<file path="src/shared/ref_alarm_pkg.sv">
// constants for the reference input alarm status bank
// assumes a 32-bit axi4-lite slave, one register per aligned word
package ref_alarm_pkg;
  // printed offsets are register indices; byte address is index * 4
  localparam logic [7:0] IDX_ALARM_IN1_IN2 = 8'h11;
  localparam logic [7:0] IDX_ALARM_IN3 = 8'h13;
  localparam logic [7:0] IDX_ALARM_IN4 = 8'h14;
  localparam logic [7:0] IDX_VALID_LOWER = 8'h20;
  localparam logic [7:0] IDX_VALID_UPPER = 8'h21;
  localparam logic [7:0] IDX_TEST_MODE = 8'h30;
  localparam logic [7:0] IDX_IRQ_STATUS = 8'h31;
  localparam logic [7:0] IDX_IRQ_MASK = 8'h32;
  localparam logic [7:0] IDX_THR_GENERAL = 8'h49;
  localparam logic [7:0] IDX_THR_SELECTED = 8'h4A;
  localparam logic [7:0] IDX_SELECTED = 8'h4B;
  localparam int ADDR_LSB = 2;
  localparam logic [7:0] ALARM_RESET = 8'h66;
  localparam logic [7:0] VALID_RESET = 8'h00;
  localparam logic [7:0] THR_RESET = 8'h00;
  // nibble bit positions
  localparam int BIT_SOFT = 3;
  localparam int BIT_HARD = 2;
  localparam int BIT_NOACT = 1;
  localparam int BIT_PLOCK = 0;
  // validity bit positions
  localparam int VLD_IN1 = 2;
  localparam int VLD_IN2 = 3;
  localparam int VLD_IN3 = 7;
  localparam int VLD_IN4 = 0;
  localparam int NUM_INPUTS = 4;
  localparam logic [1:0] RESP_OKAY = 2'b00;
  localparam logic [1:0] RESP_SLVERR = 2'b10;
  localparam int LOCK_TIMEOUT_S = 100;
  localparam longint CLK_HZ = 10000000;
endpackage

</file>
<file path="src/verilog/ref_input_alarm_status.sv">
// reference input alarm/validity status bank with axi4-lite slave
// assumes monitors deliver synchronous per-input levels and a deviation code
//
// Function
// input 4 validity in upper byte bit 0
// upper validity byte bits 7:1 zero, resets zero
// inputs 3,2,1 validity at lower bits 7,3,2
// nibble: soft 3, hard 2, noact 1, lock 0
// soft alarm does not invalidate input
// hard alarm invalidates input
// soft threshold: general or selected upper nibble
// hard threshold: general or selected lower nibble
// no-activity flag follows activity monitor
// phase lock alarm after 100 s unlocked
// alarm bytes at 0x11, 0x13, 0x14
// alarm bytes reset to 0x66; each input nibble resets to 6, so 0x13 reads 0x60 and 0x14 reads 0x06
// alarm bytes writable only in test mode
// flags updated together in system clock
//
// Implementation choice: the AXI4-Lite register port.
`timescale 1ns/1ps
module ref_input_alarm_status
  import ref_alarm_pkg::*;
#(
  parameter longint LOCK_TIMEOUT_CYCLES = longint'(LOCK_TIMEOUT_S) * CLK_HZ,
  parameter int ADDR_W = 12
) (
  input wire logic clk_sys,
  input wire logic reset,
  input wire logic [NUM_INPUTS-1:0] no_activity,
  input wire logic [4*NUM_INPUTS-1:0] freq_deviation,
  input wire logic dpll_locked,
  input wire logic [ADDR_W-1:0] s_axi_awaddr,
  input wire logic s_axi_awvalid,
  output logic s_axi_awready,
  input wire logic [31:0] s_axi_wdata,
  input wire logic [3:0] s_axi_wstrb,
  input wire logic s_axi_wvalid,
  output logic s_axi_wready,
  output logic [1:0] s_axi_bresp,
  output logic s_axi_bvalid,
  input wire logic s_axi_bready,
  input wire logic [ADDR_W-1:0] s_axi_araddr,
  input wire logic s_axi_arvalid,
  output logic s_axi_arready,
  output logic [31:0] s_axi_rdata,
  output logic [1:0] s_axi_rresp,
  output logic s_axi_rvalid,
  input wire logic s_axi_rready,
  output logic irq
);
  // index is 8 bits above the byte lane bits, so the address needs 10 bits
  // the lock counter is 32 bits wide; longer timeouts would wrap
  if (ADDR_W < ADDR_LSB + 8 ||
      LOCK_TIMEOUT_CYCLES < 1 ||
      LOCK_TIMEOUT_CYCLES > 64'hFFFFFFFF) begin : g_bad_params
    $error("ref_input_alarm_status: unsupported parameters");
  end

  typedef struct packed {
    logic [NUM_INPUTS-1:0][3:0] alarm;
    logic [7:0] valid_lo;
    logic [7:0] valid_hi;
    logic test_mode;
    logic [1:0] selected;
    logic [7:0] thr_gen;
    logic [7:0] thr_sel;
    logic [NUM_INPUTS-1:0] irq_status;
    logic [NUM_INPUTS-1:0] irq_mask;
    logic [31:0] lock_count;
    logic aw_ok;
    logic [7:0] aw_idx;
    logic w_ok;
    logic [31:0] wdata;
    logic [3:0] wstrb;
    logic bvalid;
    logic [1:0] bresp;
    logic rvalid;
    logic [31:0] rdata;
    logic [1:0] rresp;
    logic irq;
    // ready flags kept as flops so every bus output leaves a register
    logic awready;
    logic wready;
    logic arready;
  } state_s;

  state_s r, next_r;
  logic [NUM_INPUTS-1:0] soft_hit, hard_hit;

  // threshold compare per input
  generate
    for (genvar i = 0; i < NUM_INPUTS; i++) begin : g_thr
      logic [3:0] dev;
      logic [3:0] soft_thr, hard_thr;
      logic is_sel;
      assign dev = freq_deviation[4*i +: 4];
      assign is_sel = (r.selected == 2'(i));
      assign soft_thr = is_sel ? r.thr_sel[7:4] : r.thr_gen[7:4];
      assign hard_thr = is_sel ? r.thr_sel[3:0] : r.thr_gen[3:0];
      assign soft_hit[i] = dev > soft_thr;
      assign hard_hit[i] = dev > hard_thr;
    end
  endgenerate

  function automatic logic [7:0] byte_of(input logic [3:0] hi, input logic [3:0] lo);
    byte_of = {hi, lo};
  endfunction

  always_comb begin
    logic [NUM_INPUTS-1:0][3:0] mon;
    logic [NUM_INPUTS-1:0] vld;
    logic [NUM_INPUTS-1:0] events;
    logic [7:0] idx;
    logic [31:0] rd;
    logic hit;
    logic plock;
    next_r = r;
    mon = r.alarm;
    vld = '0;
    events = '0;
    idx = '0;
    rd = '0;
    hit = 1'b0;
    plock = 1'b0;

    // phase lock timer on the selected source
    if (dpll_locked) begin
      next_r.lock_count = '0;
    end else if (r.lock_count < 32'(LOCK_TIMEOUT_CYCLES)) begin
      next_r.lock_count = r.lock_count + 32'h1;
    end
    plock = !dpll_locked && (r.lock_count >= 32'(LOCK_TIMEOUT_CYCLES));

    // all flags refresh in one edge so reads are coherent
    for (int i = 0; i < NUM_INPUTS; i++) begin
      mon[i][BIT_SOFT] = soft_hit[i];
      mon[i][BIT_HARD] = hard_hit[i];
      mon[i][BIT_NOACT] = no_activity[i];
      mon[i][BIT_PLOCK] = (r.selected == 2'(i)) && plock;
      // soft alarm ignored for validity
      vld[i] = !(mon[i][BIT_HARD] || mon[i][BIT_NOACT] || mon[i][BIT_PLOCK]);
      events[i] = |(mon[i] & ~r.alarm[i]);
    end
    // in test mode software owns the alarm bytes; monitors still drive validity and irq
    if (!r.test_mode) begin
      next_r.alarm = mon;
    end
    next_r.valid_lo = '0;
    next_r.valid_lo[VLD_IN3] = vld[2];
    next_r.valid_lo[VLD_IN2] = vld[1];
    next_r.valid_lo[VLD_IN1] = vld[0];
    next_r.valid_hi = {7'h00, vld[3]};

    // write channel: address and data accepted in either order
    if (s_axi_awvalid && !r.aw_ok) begin
      next_r.aw_ok = 1'b1;
      next_r.aw_idx = s_axi_awaddr[ADDR_LSB +: 8];
    end
    if (s_axi_wvalid && !r.w_ok) begin
      next_r.w_ok = 1'b1;
      next_r.wdata = s_axi_wdata;
      next_r.wstrb = s_axi_wstrb;
    end
    if (r.aw_ok && r.w_ok && !r.bvalid) begin
      next_r.aw_ok = 1'b0;
      next_r.w_ok = 1'b0;
      next_r.bvalid = 1'b1;
      next_r.bresp = RESP_OKAY;
      hit = r.wstrb[0];
      case (r.aw_idx)
        IDX_ALARM_IN1_IN2: begin
          if (r.test_mode && hit) begin
            next_r.alarm[0] = r.wdata[3:0];
            next_r.alarm[1] = r.wdata[7:4];
          end
        end
        IDX_ALARM_IN3: begin
          if (r.test_mode && hit) begin
            next_r.alarm[2] = r.wdata[7:4];
          end
        end
        IDX_ALARM_IN4: begin
          if (r.test_mode && hit) begin
            next_r.alarm[3] = r.wdata[3:0];
          end
        end
        IDX_VALID_LOWER, IDX_VALID_UPPER: begin
        end
        IDX_TEST_MODE: begin
          if (hit) begin
            next_r.test_mode = r.wdata[0];
          end
        end
        IDX_THR_GENERAL: begin
          if (hit) begin
            next_r.thr_gen = r.wdata[7:0];
          end
        end
        IDX_THR_SELECTED: begin
          if (hit) begin
            next_r.thr_sel = r.wdata[7:0];
          end
        end
        IDX_SELECTED: begin
          if (hit) begin
            next_r.selected = r.wdata[1:0];
          end
        end
        IDX_IRQ_MASK: begin
          if (hit) begin
            next_r.irq_mask = r.wdata[NUM_INPUTS-1:0];
          end
        end
        IDX_IRQ_STATUS: begin
          if (hit) begin
            next_r.irq_status = r.irq_status & ~r.wdata[NUM_INPUTS-1:0];
          end
        end
        default: next_r.bresp = RESP_SLVERR;
      endcase
    end
    if (r.bvalid && s_axi_bready) begin
      next_r.bvalid = 1'b0;
    end
    // new alarm edges set sticky bits; set beats a same-cycle clear
    next_r.irq_status = next_r.irq_status | events;

    // read channel
    if (s_axi_arvalid && !r.rvalid) begin
      idx = s_axi_araddr[ADDR_LSB +: 8];
      next_r.rvalid = 1'b1;
      next_r.rresp = RESP_OKAY;
      case (idx)
        IDX_ALARM_IN1_IN2: begin
          rd = {24'h0, byte_of(r.alarm[1], r.alarm[0])};
        end
        IDX_ALARM_IN3: begin
          rd = {24'h0, byte_of(r.alarm[2], 4'h0)};
        end
        IDX_ALARM_IN4: begin
          rd = {24'h0, byte_of(4'h0, r.alarm[3])};
        end
        IDX_VALID_LOWER: begin
          rd = {24'h0, r.valid_lo};
        end
        IDX_VALID_UPPER: begin
          rd = {24'h0, r.valid_hi};
        end
        IDX_TEST_MODE: begin
          rd = {31'h0, r.test_mode};
        end
        IDX_THR_GENERAL: begin
          rd = {24'h0, r.thr_gen};
        end
        IDX_THR_SELECTED: begin
          rd = {24'h0, r.thr_sel};
        end
        IDX_SELECTED: begin
          rd = {30'h0, r.selected};
        end
        IDX_IRQ_STATUS: begin
          rd = {28'h0, r.irq_status};
        end
        IDX_IRQ_MASK: begin
          rd = {28'h0, r.irq_mask};
        end
        default: begin
          next_r.rresp = RESP_SLVERR;
        end
      endcase
      next_r.rdata = rd;
    end else if (r.rvalid && s_axi_rready) begin
      next_r.rvalid = 1'b0;
    end
    next_r.irq = |(next_r.irq_status & next_r.irq_mask);
    // ready is the inverse of the held-request flags, taken from next state so both change on the same edge
    next_r.awready = !next_r.aw_ok;
    next_r.wready = !next_r.w_ok;
    next_r.arready = !next_r.rvalid;
  end

  always_ff @(posedge clk_sys or posedge reset) begin
    if (reset) begin
      r <= '0;
      r.alarm <= {NUM_INPUTS{ALARM_RESET[3:0]}};
      r.valid_lo <= VALID_RESET;
      r.valid_hi <= VALID_RESET;
      r.thr_gen <= THR_RESET;
      r.thr_sel <= THR_RESET;
      r.awready <= 1'b1;
      r.wready <= 1'b1;
      r.arready <= 1'b1;
    end else begin
      r <= next_r;
    end
  end

  assign s_axi_awready = r.awready;
  assign s_axi_wready = r.wready;
  assign s_axi_bvalid = r.bvalid;
  assign s_axi_bresp = r.bresp;
  assign s_axi_arready = r.arready;
  assign s_axi_rvalid = r.rvalid;
  assign s_axi_rdata = r.rdata;
  assign s_axi_rresp = r.rresp;
  assign irq = r.irq;
endmodule

</file>
<file path="config.mk">
export PLATFORM = sky130hd
export DESIGN_NAME = ref_input_alarm_status
export DESIGN_NICKNAME = d
export VERILOG_FILES = /design/src/shared/ref_alarm_pkg.sv /design/src/verilog/ref_input_alarm_status.sv
export SDC_FILE = /design/constraint.sdc
export NUM_CORES = 1
export LEC_CHECK = 0
export ABC_AREA = 1
export BUFFER_PORTS_ARGS = -buffer_cell sky130_fd_sc_hd__buf_2
export CORE_UTILIZATION = 45
export DETAILED_ROUTE_END_ITERATION = 10
export PLACE_DENSITY = 0.66
export SLEW_MARGIN = 5
export SYNTH_ARGS = -nofsm -noshare
export SYNTH_HDL_FRONTEND = slang
export SYNTH_SLANG_ARGS = --single-unit
export TNS_END_PERCENT = 20
</file>
<file path="constraint.sdc">
create_clock -name clk_sys -period 7.8 [get_ports clk_sys]
set_input_delay 0.39 -clock clk_sys [delete_from_list [all_inputs] [get_ports clk_sys]]
set_output_delay 0.39 -clock clk_sys [all_outputs]
set_load 0.005 [all_outputs]
</file>
==> results of run 1 <==
path summary, 6_finish.rpt:
path / end / cells after the start / slack (ns) / from
worst min-delay path: r[81] / 2 / 0.01 / reset
min in group clk_sys: s_axi_bvalid / 2 / 0.15 / s_axi_bready
worst max register to register: irq / 14 / 4.73 / r[144]
worst max-delay path: irq / 14 / 4.73 / r[144]
worst min register to register: s_axi_rdata[0] / 2 / 0.47 / s_axi_rdata[0]
max in group asynchronous: s_axi_rdata[5] / 3 / 6.49 / reset
sequential cells by signal (all words and copies together), names as in the netlist:
signal,cells
irq,1
r,98
s_axi_arready,1
s_axi_awready,1
s_axi_bresp,1
s_axi_bvalid,1
s_axi_rdata,8
s_axi_rresp,1
s_axi_rvalid,1
s_axi_wready,1
area by class of cell:
cell class                      instances  share of cell area, %
Clock buffer                           17                   5.11
Clock inverter                         15                   2.45
Inverter                              142                   6.43
Multi-Input combinational cell        707                   44.0
Sequential cell                       114                   34.4
Tap cell                              216                   3.24
Timing Repair Buffer                   71                   4.36
cell families (layout without fill, tap and decap cells):
kind of cell	after synthesis	after routing	share of synthesized area (%)
compound gates	208	208	15.3
simple gates	430	430	26.2
buf+inv	204	245	12.6
flops	114	114	38.9
fa+ha+maj	34	34	5.77
other cells	1	26	0.0509
xor+xnor	6	6	0.713
mux	3	3	0.458
placed cells by master (no fill, tap or decap), types with 3 or more instances in the layout:
cell	instances
sky130_fd_sc_hd__o21ai_1	16
sky130_fd_sc_hd__clkbuf_16	17
sky130_fd_sc_hd__nor4_1	3
sky130_fd_sc_hd__a31oi_1	6
sky130_fd_sc_hd__inv_2	9
sky130_fd_sc_hd__o211ai_1	3
sky130_fd_sc_hd__nor3b_1	4
sky130_fd_sc_hd__clkinv_2	3
sky130_fd_sc_hd__o31ai_1	4
sky130_fd_sc_hd__a21oi_1	54
sky130_fd_sc_hd__conb_1	26
sky130_fd_sc_hd__inv_6	4
sky130_fd_sc_hd__a22oi_1	4
sky130_fd_sc_hd__buf_2	68
sky130_fd_sc_hd__o21a_1	4
sky130_fd_sc_hd__nand3b_1	3
sky130_fd_sc_hd__bufinv_16	4
sky130_fd_sc_hd__nor3_1	17
sky130_fd_sc_hd__nand3_2	5
sky130_fd_sc_hd__inv_1	130
sky130_fd_sc_hd__o21ai_0	99
sky130_fd_sc_hd__clkinv_4	3
sky130_fd_sc_hd__nor2_4	5
sky130_fd_sc_hd__o22ai_1	13
sky130_fd_sc_hd__mux2_2	3
sky130_fd_sc_hd__nand4_1	28
sky130_fd_sc_hd__ha_1	34
sky130_fd_sc_hd__dfrtp_1	103
sky130_fd_sc_hd__nand2_1	208
sky130_fd_sc_hd__nand3_1	49
sky130_fd_sc_hd__nor2_2	6
sky130_fd_sc_hd__dfstp_2	11
sky130_fd_sc_hd__buf_4	3
sky130_fd_sc_hd__xor2_1	4
sky130_fd_sc_hd__nor2_1	93
power breakdown:
group / leakage (nW) / internal, mW / total (mW) / switching (mW)
logic: 2.21 / 0.180 / 0.515 / 0.335
clock network: 0.308 / 0.537 / 0.830 / 0.293
registers: 1.45 / 0.709 / 0.795 / 0.0859
total: 3.97 / 1.43 / 2.14 / 0.714
per-layer routing:
metal  wire (µm)  track usage (%)  up-vias
li1            -                -     3349
met1        9500             36.5     3074
met2        8250             35.5      212
met3        1300             5.41       23
met4         242             7.18        0
met5           0                0        -
stage by stage:
step / util (%) / setup WS [ns] / instance area, µm² / hold WS, ns / instances
floorplan: - / 4.41 / 7460 / 0.450 / 1025
global placement: 48.3 / 4.85 / 7700 / 0.461 / 1250
detailed placement: 48.3 / 4.81 / 7700 / 0.461 / 1250
CTS: 52.3 / 4.80 / 8330 / 0.0290 / 1282
global route: 52.3 / 4.37 / 8330 / 0.0570 / 1282
finish: 52.3 / 4.73 / 8330 / 0.0119 / 1282
==> metrics.log, run 1 <==
INFO  metric start_kind = register
INFO  metric setup_tns = 0 ns
INFO  metric worstSetupEndpointType = register
INFO  metric placed_wire_length_estimate = 14300 µm
INFO  metric first_pass_iters = 5
INFO  metric worst_slew_margin_rel = 27.0%
INFO  metric static-leakage-power = 3.97 nW
INFO  metric ff_latch_area = 2870 µm²
INFO  metric drc_errors = 0
INFO  metric synth_top_cells_by_count = 208 x sky130_fd_sc_hd__nand2_1, 131 x sky130_fd_sc_hd__inv_1, 103 x sky130_fd_sc_hd__dfrtp_1
INFO  metric insertedDiodeCount = 0
INFO  metric critical_path_class = reg -> reg
INFO  metric antenna_found_initial = 0
INFO  metric grt_max_degree = 71
INFO  metric status = completed
INFO  metric path_common_cell = sky130_fd_sc_hd__nand2_1
INFO  metric number_of_cells_produced_by_synthesis = 1000
INFO  metric drt-vias-per-instance = 5.19
INFO  metric crit_path_cell_trace = inv_1, nor2_1, o21ai_0, ha_1, a21oi_1, o21ai_0, nand3b_1, nand2_1, nor2_1, nand2_1, nand2_1, nand2_1, inv_1, nand2_1
INFO  metric critical_path_required = 8.10 ns
INFO  metric numPortBuffers = 68
INFO  metric ys.warnings.count = 0
INFO  metric synth.cell_area = 7370 µm²
INFO  metric first_global_vias = 6095
INFO  metric synthMostInstantiatedCell = sky130_fd_sc_hd__nand2_1
INFO  metric netlist_cell_types = 46
INFO  metric initial_core_util = 46.2%
INFO  metric rsz0062_at_grt = false
INFO  metric rows = 46
INFO  metric cts_made_buffers = 17
INFO  metric drt_iter0_drc = 615
INFO  metric p_per_area = 257 nW/µm²
INFO  metric largest_fanout_on_the_critical_path = 19
INFO  metric worst_min_delay_path_class = in -> async
INFO  metric tritoncts = done
INFO  metric max_freq = 326 MHz
INFO  metric fp.dieArea = 16900 µm²
INFO  metric report.final.hold_viol_count = 0
INFO  metric multi_input_comb_area = 3670 µm²
INFO  metric chipWidth = 130 µm
INFO  metric cp.buffers_inverters = 2
INFO  metric fill_cells = 1595
INFO  metric grt_pass1_wl = 31400 µm
INFO  metric critical-path-top-delay-family = simple AND/OR/NAND/NOR gates
INFO  metric finClkSkew = 0.00817 ns
INFO  metric overflow = 0
INFO  metric yosysSeqAreaShare = 38.9%
INFO  metric ios = 130
INFO  metric total_power = 2.14 mW
INFO  metric post_drt_wl_per_cell = 15.0 µm
INFO  metric postSynth.asyncResetShare = 100%
INFO  metric crit_path_top_delay_cell = sky130_fd_sc_hd__nor2_1
INFO  metric worst_ir_drop_vdd = 0.241 mV
INFO  metric library_cell_used_as_clock_root_buffer = sky130_fd_sc_hd__clkbuf_16
INFO  metric post_layout_min_period = 3.07 ns
INFO  metric wl = 19300 µm
INFO  metric synth.area.top_cells = sky130_fd_sc_hd__dfrtp_1 35%, sky130_fd_sc_hd__nand2_1 11%, sky130_fd_sc_hd__o21ai_0 6.7%, sky130_fd_sc_hd__inv_1 6.7%, sky130_fd_sc_hd__ha_1 5.8%
INFO  metric drv.max_cap_violation_count = 0
INFO  metric finish.net_count = 1175
INFO  metric synth_top_area_cell = sky130_fd_sc_hd__dfrtp_1
INFO  metric cts_resized = 0
INFO  metric floorplan.core_area = 15900 µm²
INFO  metric timing.critical_path.slowest_cell_delay = 0.82 ns
INFO  metric worst-slew-pin-transition = 1.09 ns
INFO  metric cts_setup_buffers = 0
INFO  metric cts-htree-levels = 4
INFO  metric antenna_violating_nets_post_route = 0
INFO  metric worst_ep_arrival_time = 3.36 ns
INFO  metric post_cts_hold_buffer_count = 0
INFO  metric cts.path.max_buffers = 2
INFO  metric synth_enable_flop_cells = 0
INFO  metric cts.sinks = 114
INFO  metric yosys_most_used_dff = sky130_fd_sc_hd__dfrtp_1
INFO  metric ys_seq_elements = 114
INFO  metric grt.total_usage = 24.5%
INFO  metric report.final.setup_viol = 0
INFO  metric drive_above_1_share = 14.2%
INFO  metric place_congestion = 0.904
INFO  metric syn2layout_area_growth = 13.1%
INFO  metric postSynthAreaPerCell = 7.37 µm²
INFO  metric dr_vias = 6658
INFO  metric timing.final.crit_share = 39.3%
INFO  metric timing_max_transition_violations_final = 0
INFO  metric clock_transition_at_the_register_clock_pins_on_the_worst_setup_and_hold_paths_after_cts = 0.06 ns
INFO  metric synth_top_cell_area_share = 35.0%
INFO  metric dieHeight = 130 µm
INFO  metric clk-insertion-delay-late = 0.42 ns
(Power assumes the default switching activity.)
==> run 2: changes to the inputs <==
Settings changed: ABC_AREA 1 to 0, PLACE_DENSITY 0.66 to 0.69.
Clock period 7.8 ns to 2.45 ns, I/O delays scaled along.
==> metrics.log, run 2 <==
INFO  metric library_cell_used_as_clock_root_buffer = sky130_fd_sc_hd__clkbuf_16
INFO  metric worstHoldPathCells = 4
INFO  metric worst_ir_drop_vdd = 0.606 mV (+150%)
INFO  metric finClkSkew = 0.0100 ns (+0.00185 ns)
INFO  metric insertedDiodeCount = 0 (unchanged)
INFO  metric most_common_cell_after_layout_fill_and_taps_aside = sky130_fd_sc_hd__dfrtp_1
INFO  metric start_kind = register
INFO  metric worstSetupEndpointType = register
INFO  metric cts-htree-levels = 4 (unchanged)
INFO  metric numPortBuffers = 68 (unchanged)
INFO  metric ys.warnings.count = 0 (unchanged)
INFO  metric fin_ws = -0.320 ns (-5.05 ns)
INFO  metric synth_top_cell_area_share = 36.6% (+1.6 points)
INFO  metric dieHeight = 127 µm (-2.2%)
INFO  metric antenna_violating_nets_post_route = 0 (unchanged)
INFO  metric final.hold.worst_slack = 0.0234 ns (+0.0115 ns)
INFO  metric synth.area.top_cells = sky130_fd_sc_hd__dfrtp_1 37%, sky130_fd_sc_hd__mux2_2 7.0%, sky130_fd_sc_hd__ha_1 6.0%, sky130_fd_sc_hd__mux2i_1 4.8%, sky130_fd_sc_hd__dfstp_2 4.1%
INFO  metric finish.net_count = 1000 (-15%)
INFO  metric synth_top_cells_by_count = 103 x sky130_fd_sc_hd__dfrtp_1, 77 x sky130_fd_sc_hd__nor2_1, 44 x sky130_fd_sc_hd__mux2_2
INFO  metric placed_wire_length_estimate = 13100 µm (-8.5%)
INFO  metric largest_register_ffs = 98 (unchanged)
INFO  metric yosys_most_used_dff = sky130_fd_sc_hd__dfrtp_1
INFO  metric initial_core_util = 46.1% (-0.092 points)
INFO  metric critical_path_class = reg -> reg
INFO  metric wl = 18500 µm (-4.2%)
INFO  metric drive_above_1_share = 28.5% (+14 points)
INFO  metric yosysSeqAreaShare = 40.7% (+1.8 points)
INFO  metric grt_max_degree = 84 (+18%)
INFO  metric most-common-layout-cells = 103 x sky130_fd_sc_hd__dfrtp_1, 76 x sky130_fd_sc_hd__nor2_1, 75 x sky130_fd_sc_hd__buf_4
INFO  metric cts.path.max_buffers = 2 (unchanged)
INFO  metric largest-register = r
INFO  metric clk-insertion-delay-late = 0.42 ns (about the same)
INFO  metric status = finished, violations left
INFO  metric synth_enable_flop_cells = 0 (unchanged)
INFO  metric postSynth.asyncResetShare = 100% (unchanged)
INFO  metric worst_min_delay_path_class = in -> reg
INFO  metric drt_iter0_drc = 436 (-29%)
INFO  metric report.final.hold_viol_count = 0 (unchanged)
INFO  metric largest_fanout_on_the_critical_path = 6 (-13)
INFO  metric critical_path_required = 2.74 ns (-5.36 ns)
INFO  metric timing.final.crit_share = 113% (+74 points)
INFO  metric timing_max_transition_violations_final = 0 (unchanged)
INFO  metric fin_util = 58.6% (+6.3 points)
INFO  metric cts_made_buffers = 17 (unchanged)
INFO  metric static-leakage-power = 4.17 nW (+5.3%)
INFO  metric drc_errors = 0 (unchanged)
INFO  metric rsz0062_at_grt = true
INFO  metric cts.sinks = 114 (unchanged)
INFO  metric post_drt_wl_per_cell = 16.8 µm (+11%)
INFO  metric overflow = 0 (unchanged)
INFO  metric timing.reg2reg.worst_path_depth = 10 (-4)
INFO  metric chipWidth = 127 µm (-2.2%)
INFO  metric worst_slew_margin_rel = 52.0% (+25 points)
INFO  metric number_of_cells_produced_by_synthesis = 730 (-27%)
INFO  metric fill_cells = 1362 (-15%)
INFO  metric grt_pass1_wl = 30200 µm (-3.8%)
INFO  metric failed_checks = negative setup slack
INFO  metric instances_no_fill = 1102 (-14%)
INFO  metric synth_top_area_cell = sky130_fd_sc_hd__dfrtp_1
INFO  metric ios = 130 (unchanged)
INFO  metric fp.dieArea = 16100 µm² (-4.4%)
INFO  metric clock_transition_at_the_register_clock_pins_on_the_worst_setup_and_hold_paths_after_cts = 0.06 ns (about the same)
INFO  metric report.final.setup_viol = 2 (+2)
INFO  metric first_global_vias = 5786 (-5.1%)
INFO  metric antenna_found_initial = 0 (unchanged)
INFO  metric max_freq = 361 MHz (+11%)
INFO  metric total_power = 6.93 mW (+220%)
INFO  metric synth.cell_area = 7040 µm² (-4.5%)
INFO  metric first_pass_iters = 5 (unchanged)
INFO  metric grt.total_usage = 24.4% (-0.14 points)
INFO  metric drv.max_cap_violation_count = 0 (unchanged)
INFO  metric worst-slew-pin-transition = 0.719 ns (-0.372 ns)
INFO  metric drt-vias-per-instance = 5.46 (+5.1%)
INFO  metric placed_instances = 1042 (-17%)
INFO  metric ys_seq_elements = 114 (unchanged)
INFO  metric p_per_area = 776 nW/µm² (+200%)
INFO  metric dr_vias = 6016 (-9.6%)
INFO  metric postSynthAreaPerCell = 9.64 µm² (+31%)
INFO  metric floorplan.core_area = 15300 µm² (-4.3%)
INFO  metric worst_ep_arrival_time = 3.06 ns (-0.30 ns)
INFO  metric rows = 45 (-2.2%)
INFO  metric place_congestion = 0.875 (-3.2%)
INFO  metric tritoncts = done
INFO  metric post_layout_min_period = 2.77 ns (-0.296 ns)
INFO  metric synthMostInstantiatedCell = sky130_fd_sc_hd__dfrtp_1
INFO  metric netlist_cell_types = 64 (+39%)
INFO  metric syn2layout_area_growth = 27.0%
[run 2: power breakdown]
part / switching (mW) / total [mW] / internal [mW]
logic: 0.821 / 1.73 / 0.907
registers: 0.413 / 2.66 / 2.24
clock network: 0.876 / 2.55 / 1.67
total: 2.11 / 6.93 / 4.82
[run 2: stage by stage]
step | setup WS, ns | setup TNS (ns) | area, µm²
3_5_place_dp | -0.576 | -0.679 | 7960
3_3_place_gp | -0.501 | -0.585 | 7960
4_1_cts | -0.270 | -0.303 | 8900
6_report | -0.320 | -0.323 | 8940
2_1_floorplan | -0.614 | -1.14 | 7140
5_1_grt | -0.427 | -0.568 | 8940
[run 2: path summary, 6_finish.rpt]
check	from	to	slack [ns]
max in group asynchronous	reset	s_axi_arready	1.66
setup / recovery	r[145]	irq	-0.32
hold reg to reg	s_axi_rdata[7]	s_axi_rdata[7]	0.47
setup reg to reg	r[145]	irq	-0.32
hold / removal	s_axi_arvalid	s_axi_arready	0.02
min in group asynchronous	reset	r[88]	0.40
[run 2: per-layer routing]
layer  wire length [µm]  vias to the layer above  part of all wire [%]  track usage (%)
li1                   -                     2866                     -                -
met1               8570                     2906                    46             33.0
met2               8400                      222                    45             38.5
met3               1210                       22                   6.5             6.32
met4                303                        0                   1.6             7.21
met5                  0                        -                     0                0
[run 2: logic make-up (layout without fill, tap and decap cells)]
family	Yosys count	in the layout	synth area share [%]
adders and majority gates	34	34	6.04
other	1	26	0.0533
buffers and inverters	95	231	7.11
DFF	114	114	40.7
AOI/OAI and AO/OA	123	123	11.3
and+or+nand+nor	255	255	19.0
muxes	80	80	12.3
xor gates and xnor gates	28	28	3.48
[run 2: repair_timing]
| action | in CTS | in global routing |
|---|---|---|
| pin swaps | 6 | 2 |
| gates cloned | 0 | 0 |
| hold buffers | 26 | 0 |
| resized for setup | 16 | 5 |
| hold endpoints to repair | 130 | 0 |
| setup buffers | 1 | 1 |
| endpoints found under the setup margin | 2 | 4 |
[run 2: critical path, stage by stage (launching register included)]
cell and delay, ns:
sky130_fd_sc_hd__dfrtp_1 0.46, sky130_fd_sc_hd__nand2b_4 0.20, sky130_fd_sc_hd__buf_4 0.16, sky130_fd_sc_hd__mux2i_1 0.19
sky130_fd_sc_hd__ha_1 0.26, sky130_fd_sc_hd__o21a_1 0.18, sky130_fd_sc_hd__o21ai_1 0.19, sky130_fd_sc_hd__o32ai_1 0.15
sky130_fd_sc_hd__a211oi_2 0.29, sky130_fd_sc_hd__nor2_1 0.10, sky130_fd_sc_hd__or4_1 0.47
[run 2: area by class of cell]
class / count / area, µm² / share of cell area [%]
Sequential cell: 114 / 2870 / 32.1
Clock inverter: 9 / 129 / 1.44
Timing Repair Buffer: 172 / 1210 / 13.6
Multi-Input combinational cell: 546 / 3880 / 43.4
Tap cell: 211 / 264 / 2.95
Clock buffer: 23 / 478 / 5.35
Inverter: 27 / 105 / 1.18
==> run 3: changes to the inputs <==
Settings changed: CAP_MARGIN set to 40, CTS_BUF_LIST set to sky130_fd_sc_hd__clkbuf_4 sky130_fd_sc_hd__clkbuf_8.
==> metrics.log, run 3 (same netlist as run 2, synthesis figures left out) <==
INFO  metric clock_transition_at_the_register_clock_pins_on_the_worst_setup_and_hold_paths_after_cts = 0.07 ns (about the same)
INFO  metric max_freq = 365 MHz (+1.2%)
INFO  metric p_per_area = 713 nW/µm² (-8.1%)
INFO  metric worstReg2RegStart = r[145]
INFO  metric cts_made_buffers = 17 (unchanged)
INFO  metric largest-register = r
INFO  metric antenna_found_initial = 0 (unchanged)
INFO  metric fin_util = 57.8% (-0.82 points)
INFO  metric ios = 130 (unchanged)
INFO  metric worst_slew_margin_rel = 51.8% (-0.16 points)
INFO  metric fill_cells = 1375 (+0.95%)
INFO  metric finClkSkew = 0.0102 ns (+0.000211 ns)
INFO  metric worst-slew-pin-transition = 0.721 ns (+0.00234 ns)
INFO  metric syn2layout_area_growth = 25.2%
INFO  metric library_cell_used_as_clock_root_buffer = sky130_fd_sc_hd__clkbuf_8
INFO  metric numPortBuffers = 68 (unchanged)
INFO  metric worstHoldPathCells = 3 (-1)
INFO  metric first_global_vias = 5737 (-0.85%)
INFO  metric cp.buffers_inverters = 2 (+1)
INFO  metric tritoncts = done
INFO  metric cts.path.max_buffers = 2 (unchanged)
INFO  metric globalRouteMet1Util = 33.1% (+0.12 points)
INFO  metric overflow = 0 (unchanged)
INFO  metric dieHeight = 127 µm (unchanged)
INFO  metric timing.critical_path.slowest_cell_delay = 0.47 ns (about the same)
INFO  metric rows = 45 (unchanged)
INFO  metric drc_errors = 0 (unchanged)
INFO  metric global_route.usage.met2 = 37.6% (-0.84 points)
INFO  metric largest_register_ffs = 98 (unchanged)
INFO  metric wl = 18100 µm (-1.9%)
INFO  metric critical_path_class = reg -> reg
INFO  metric grt_use_met3 = 5.44% (-0.88 points)
INFO  metric drive_above_1_share = 29.4% (+0.88 points)
INFO  metric insertedDiodeCount = 0 (unchanged)
INFO  metric most_common_cell_after_layout_fill_and_taps_aside = sky130_fd_sc_hd__dfrtp_1
INFO  metric place_congestion = 0.875 (unchanged)
INFO  metric finish.net_count = 1004 (+0.40%)
INFO  metric cts-htree-levels = 4 (unchanged)
INFO  metric fin_ws = -0.287 ns (+0.0325 ns)
INFO  metric critical_path_required = 2.76 ns (+0.02 ns)
INFO  metric grt_max_degree = 84 (unchanged)
INFO  metric placed_wire_length_estimate = 13100 µm (unchanged)
INFO  metric drt-vias-per-instance = 5.39 (-1.2%)
INFO  metric worst-r2r-setup-slack = -0.29 ns (+0.03 ns)
INFO  metric worst_r2r_dst = irq
INFO  metric report.final.hold_viol_count = 0 (unchanged)
INFO  metric drt_iter0_drc = 469 (+7.6%)
INFO  metric worst_min_delay_path_class = in -> reg
INFO  metric static-leakage-power = 4.12 nW (-1.3%)
INFO  metric clk-insertion-delay-late = 0.44 ns (+0.02 ns)
INFO  metric floorplan.core_area = 15300 µm² (unchanged)
INFO  metric crit_path_top_delay_cell = sky130_fd_sc_hd__dfrtp_2
INFO  metric critical-path-top-delay-family = compound AO/OA/AOI/OAI gates
INFO  metric initial_core_util = 46.1% (unchanged)
INFO  metric post_layout_min_period = 2.74 ns (-0.0325 ns)
INFO  metric rsz0062_at_grt = true
INFO  metric grt_pass1_wl = 29900 µm (-0.89%)
INFO  metric report.final.setup_viol = 1 (-1)
INFO  metric first_pass_iters = 7 (+2)
INFO  metric start_kind = register
INFO  metric status = finished, violations left
INFO  metric antenna_violating_nets_post_route = 0 (unchanged)
INFO  metric pre_cts_slack = -0.576 ns (unchanged)
INFO  metric worstSetupEndpointType = register
INFO  metric largest_fanout_on_the_critical_path = 5 (-1)
INFO  metric timing.reg2reg.worst_path_depth = 10 (unchanged)
INFO  metric timing.final.crit_share = 112% (-1.3 points)
INFO  metric worst_ep_arrival_time = 3.05 ns (about the same)
INFO  metric hold_path_end = r[127]
INFO  metric drv.max_cap_violation_count = 0 (unchanged)
INFO  metric grt.total_usage = 23.9% (-0.51 points)
INFO  metric fp.dieArea = 16100 µm² (unchanged)
INFO  metric post_drt_wl_per_cell = 16.4 µm (-2.3%)
INFO  metric worstHoldStart = dpll_locked
INFO  metric crit_path_cell_trace = nand2b_4, buf_4, mux2_2, ha_1, inv_1, a2111oi_4, o32ai_1, a211oi_2, nor2_1, or4_1
INFO  metric gr-max-usage-layer = met2
INFO  metric chipWidth = 127 µm (unchanged)
INFO  metric worst_ir_drop_vdd = 0.597 mV (-1.4%)
INFO  metric timing_max_transition_violations_final = 0 (unchanged)
INFO  metric failed_checks = negative setup slack
INFO  metric most-common-layout-cells = 102 x sky130_fd_sc_hd__dfrtp_1, 76 x sky130_fd_sc_hd__buf_4, 75 x sky130_fd_sc_hd__nor2_1
INFO  metric cts.sinks = 114 (unchanged)
INFO  metric dr_vias = 5965 (-0.85%)
[run 3: cell types whose count changed in the layout (fill, tap and decap cells not counted), sizes merged]
| cell | delta |
|---|---|
| dlygate4sd3 | +2 |
| buf | +2 |
[run 3: cell type report]
class                           count  area, µm²  share of cell area [%]
Timing Repair Buffer              176       1250                    14.2
Tap cell                          211        264                    3.00
Sequential cell                   114       2870                    32.5
Clock inverter                      9        129                    1.46
Clock buffer                       23        298                    3.38
Multi-Input combinational cell    546       3890                    44.2
Inverter                           27        105                    1.19
[run 3: power by group]
part           internal (mW)  switching [mW]
Combinational          0.913           0.818
Sequential              2.24           0.408
Clock                   1.12           0.785
Total                   4.27            2.01
[run 3: repair_timing]
item	in CTS	in global routing
setup endpoints to repair	3	3
hold buffers	28	0
pin swaps	8	1
endpoints found under the hold margin	134	0
resized for setup	22	5
setup buffers	4	0
[run 3: how the worst max path moves through the flow]
| stage | end | slack (ns) | start | cells after the start |
|---|---|---|---|---|
| after floorplan | irq | -0.61 | r[145] | 10 |
| after global placement | irq | -0.50 | r[144] | 11 |
| after detailed placement | irq | -0.58 | r[144] | 11 |
| after CTS | irq | -0.25 | r[145] | 10 |
| after global routing | irq | -0.36 | r[144] | 11 |
| final | irq | -0.29 | r[145] | 10 |
[run 3: layer usage]
metal  up-vias  wire length, µm
li1       2879                -
met1      2860             8540
met2       206             8150
met3        20             1190
met4         0              243
met5         -                0
[run 3: worst register-to-register path, cell delays in order, from the launching register on]
cell	delay, ns
sky130_fd_sc_hd__dfrtp_2	0.47
sky130_fd_sc_hd__nand2b_4	0.18
sky130_fd_sc_hd__buf_4	0.14
sky130_fd_sc_hd__mux2_2	0.21
sky130_fd_sc_hd__ha_1	0.14
sky130_fd_sc_hd__inv_1	0.06
sky130_fd_sc_hd__a2111oi_4	0.38
sky130_fd_sc_hd__o32ai_1	0.17
sky130_fd_sc_hd__a211oi_2	0.28
sky130_fd_sc_hd__nor2_1	0.11
sky130_fd_sc_hd__or4_1	0.47
[run 3: per-stage QoR]
step           power [mW]  cells  setup TNS [ns]  cell area, µm²  hold slack, ns
4_1_cts              6.28   1106          -0.269            8780           0.153
3_3_place_gp         4.21   1042          -0.585            7960           0.289
2_1_floorplan        3.49    755           -1.14            7140           0.196
6_report             6.28   1106          -0.287            8810           0.164
3_5_place_dp         4.27   1042          -0.679            7960           0.290
5_1_grt              6.63   1106          -0.461            8810           0.159
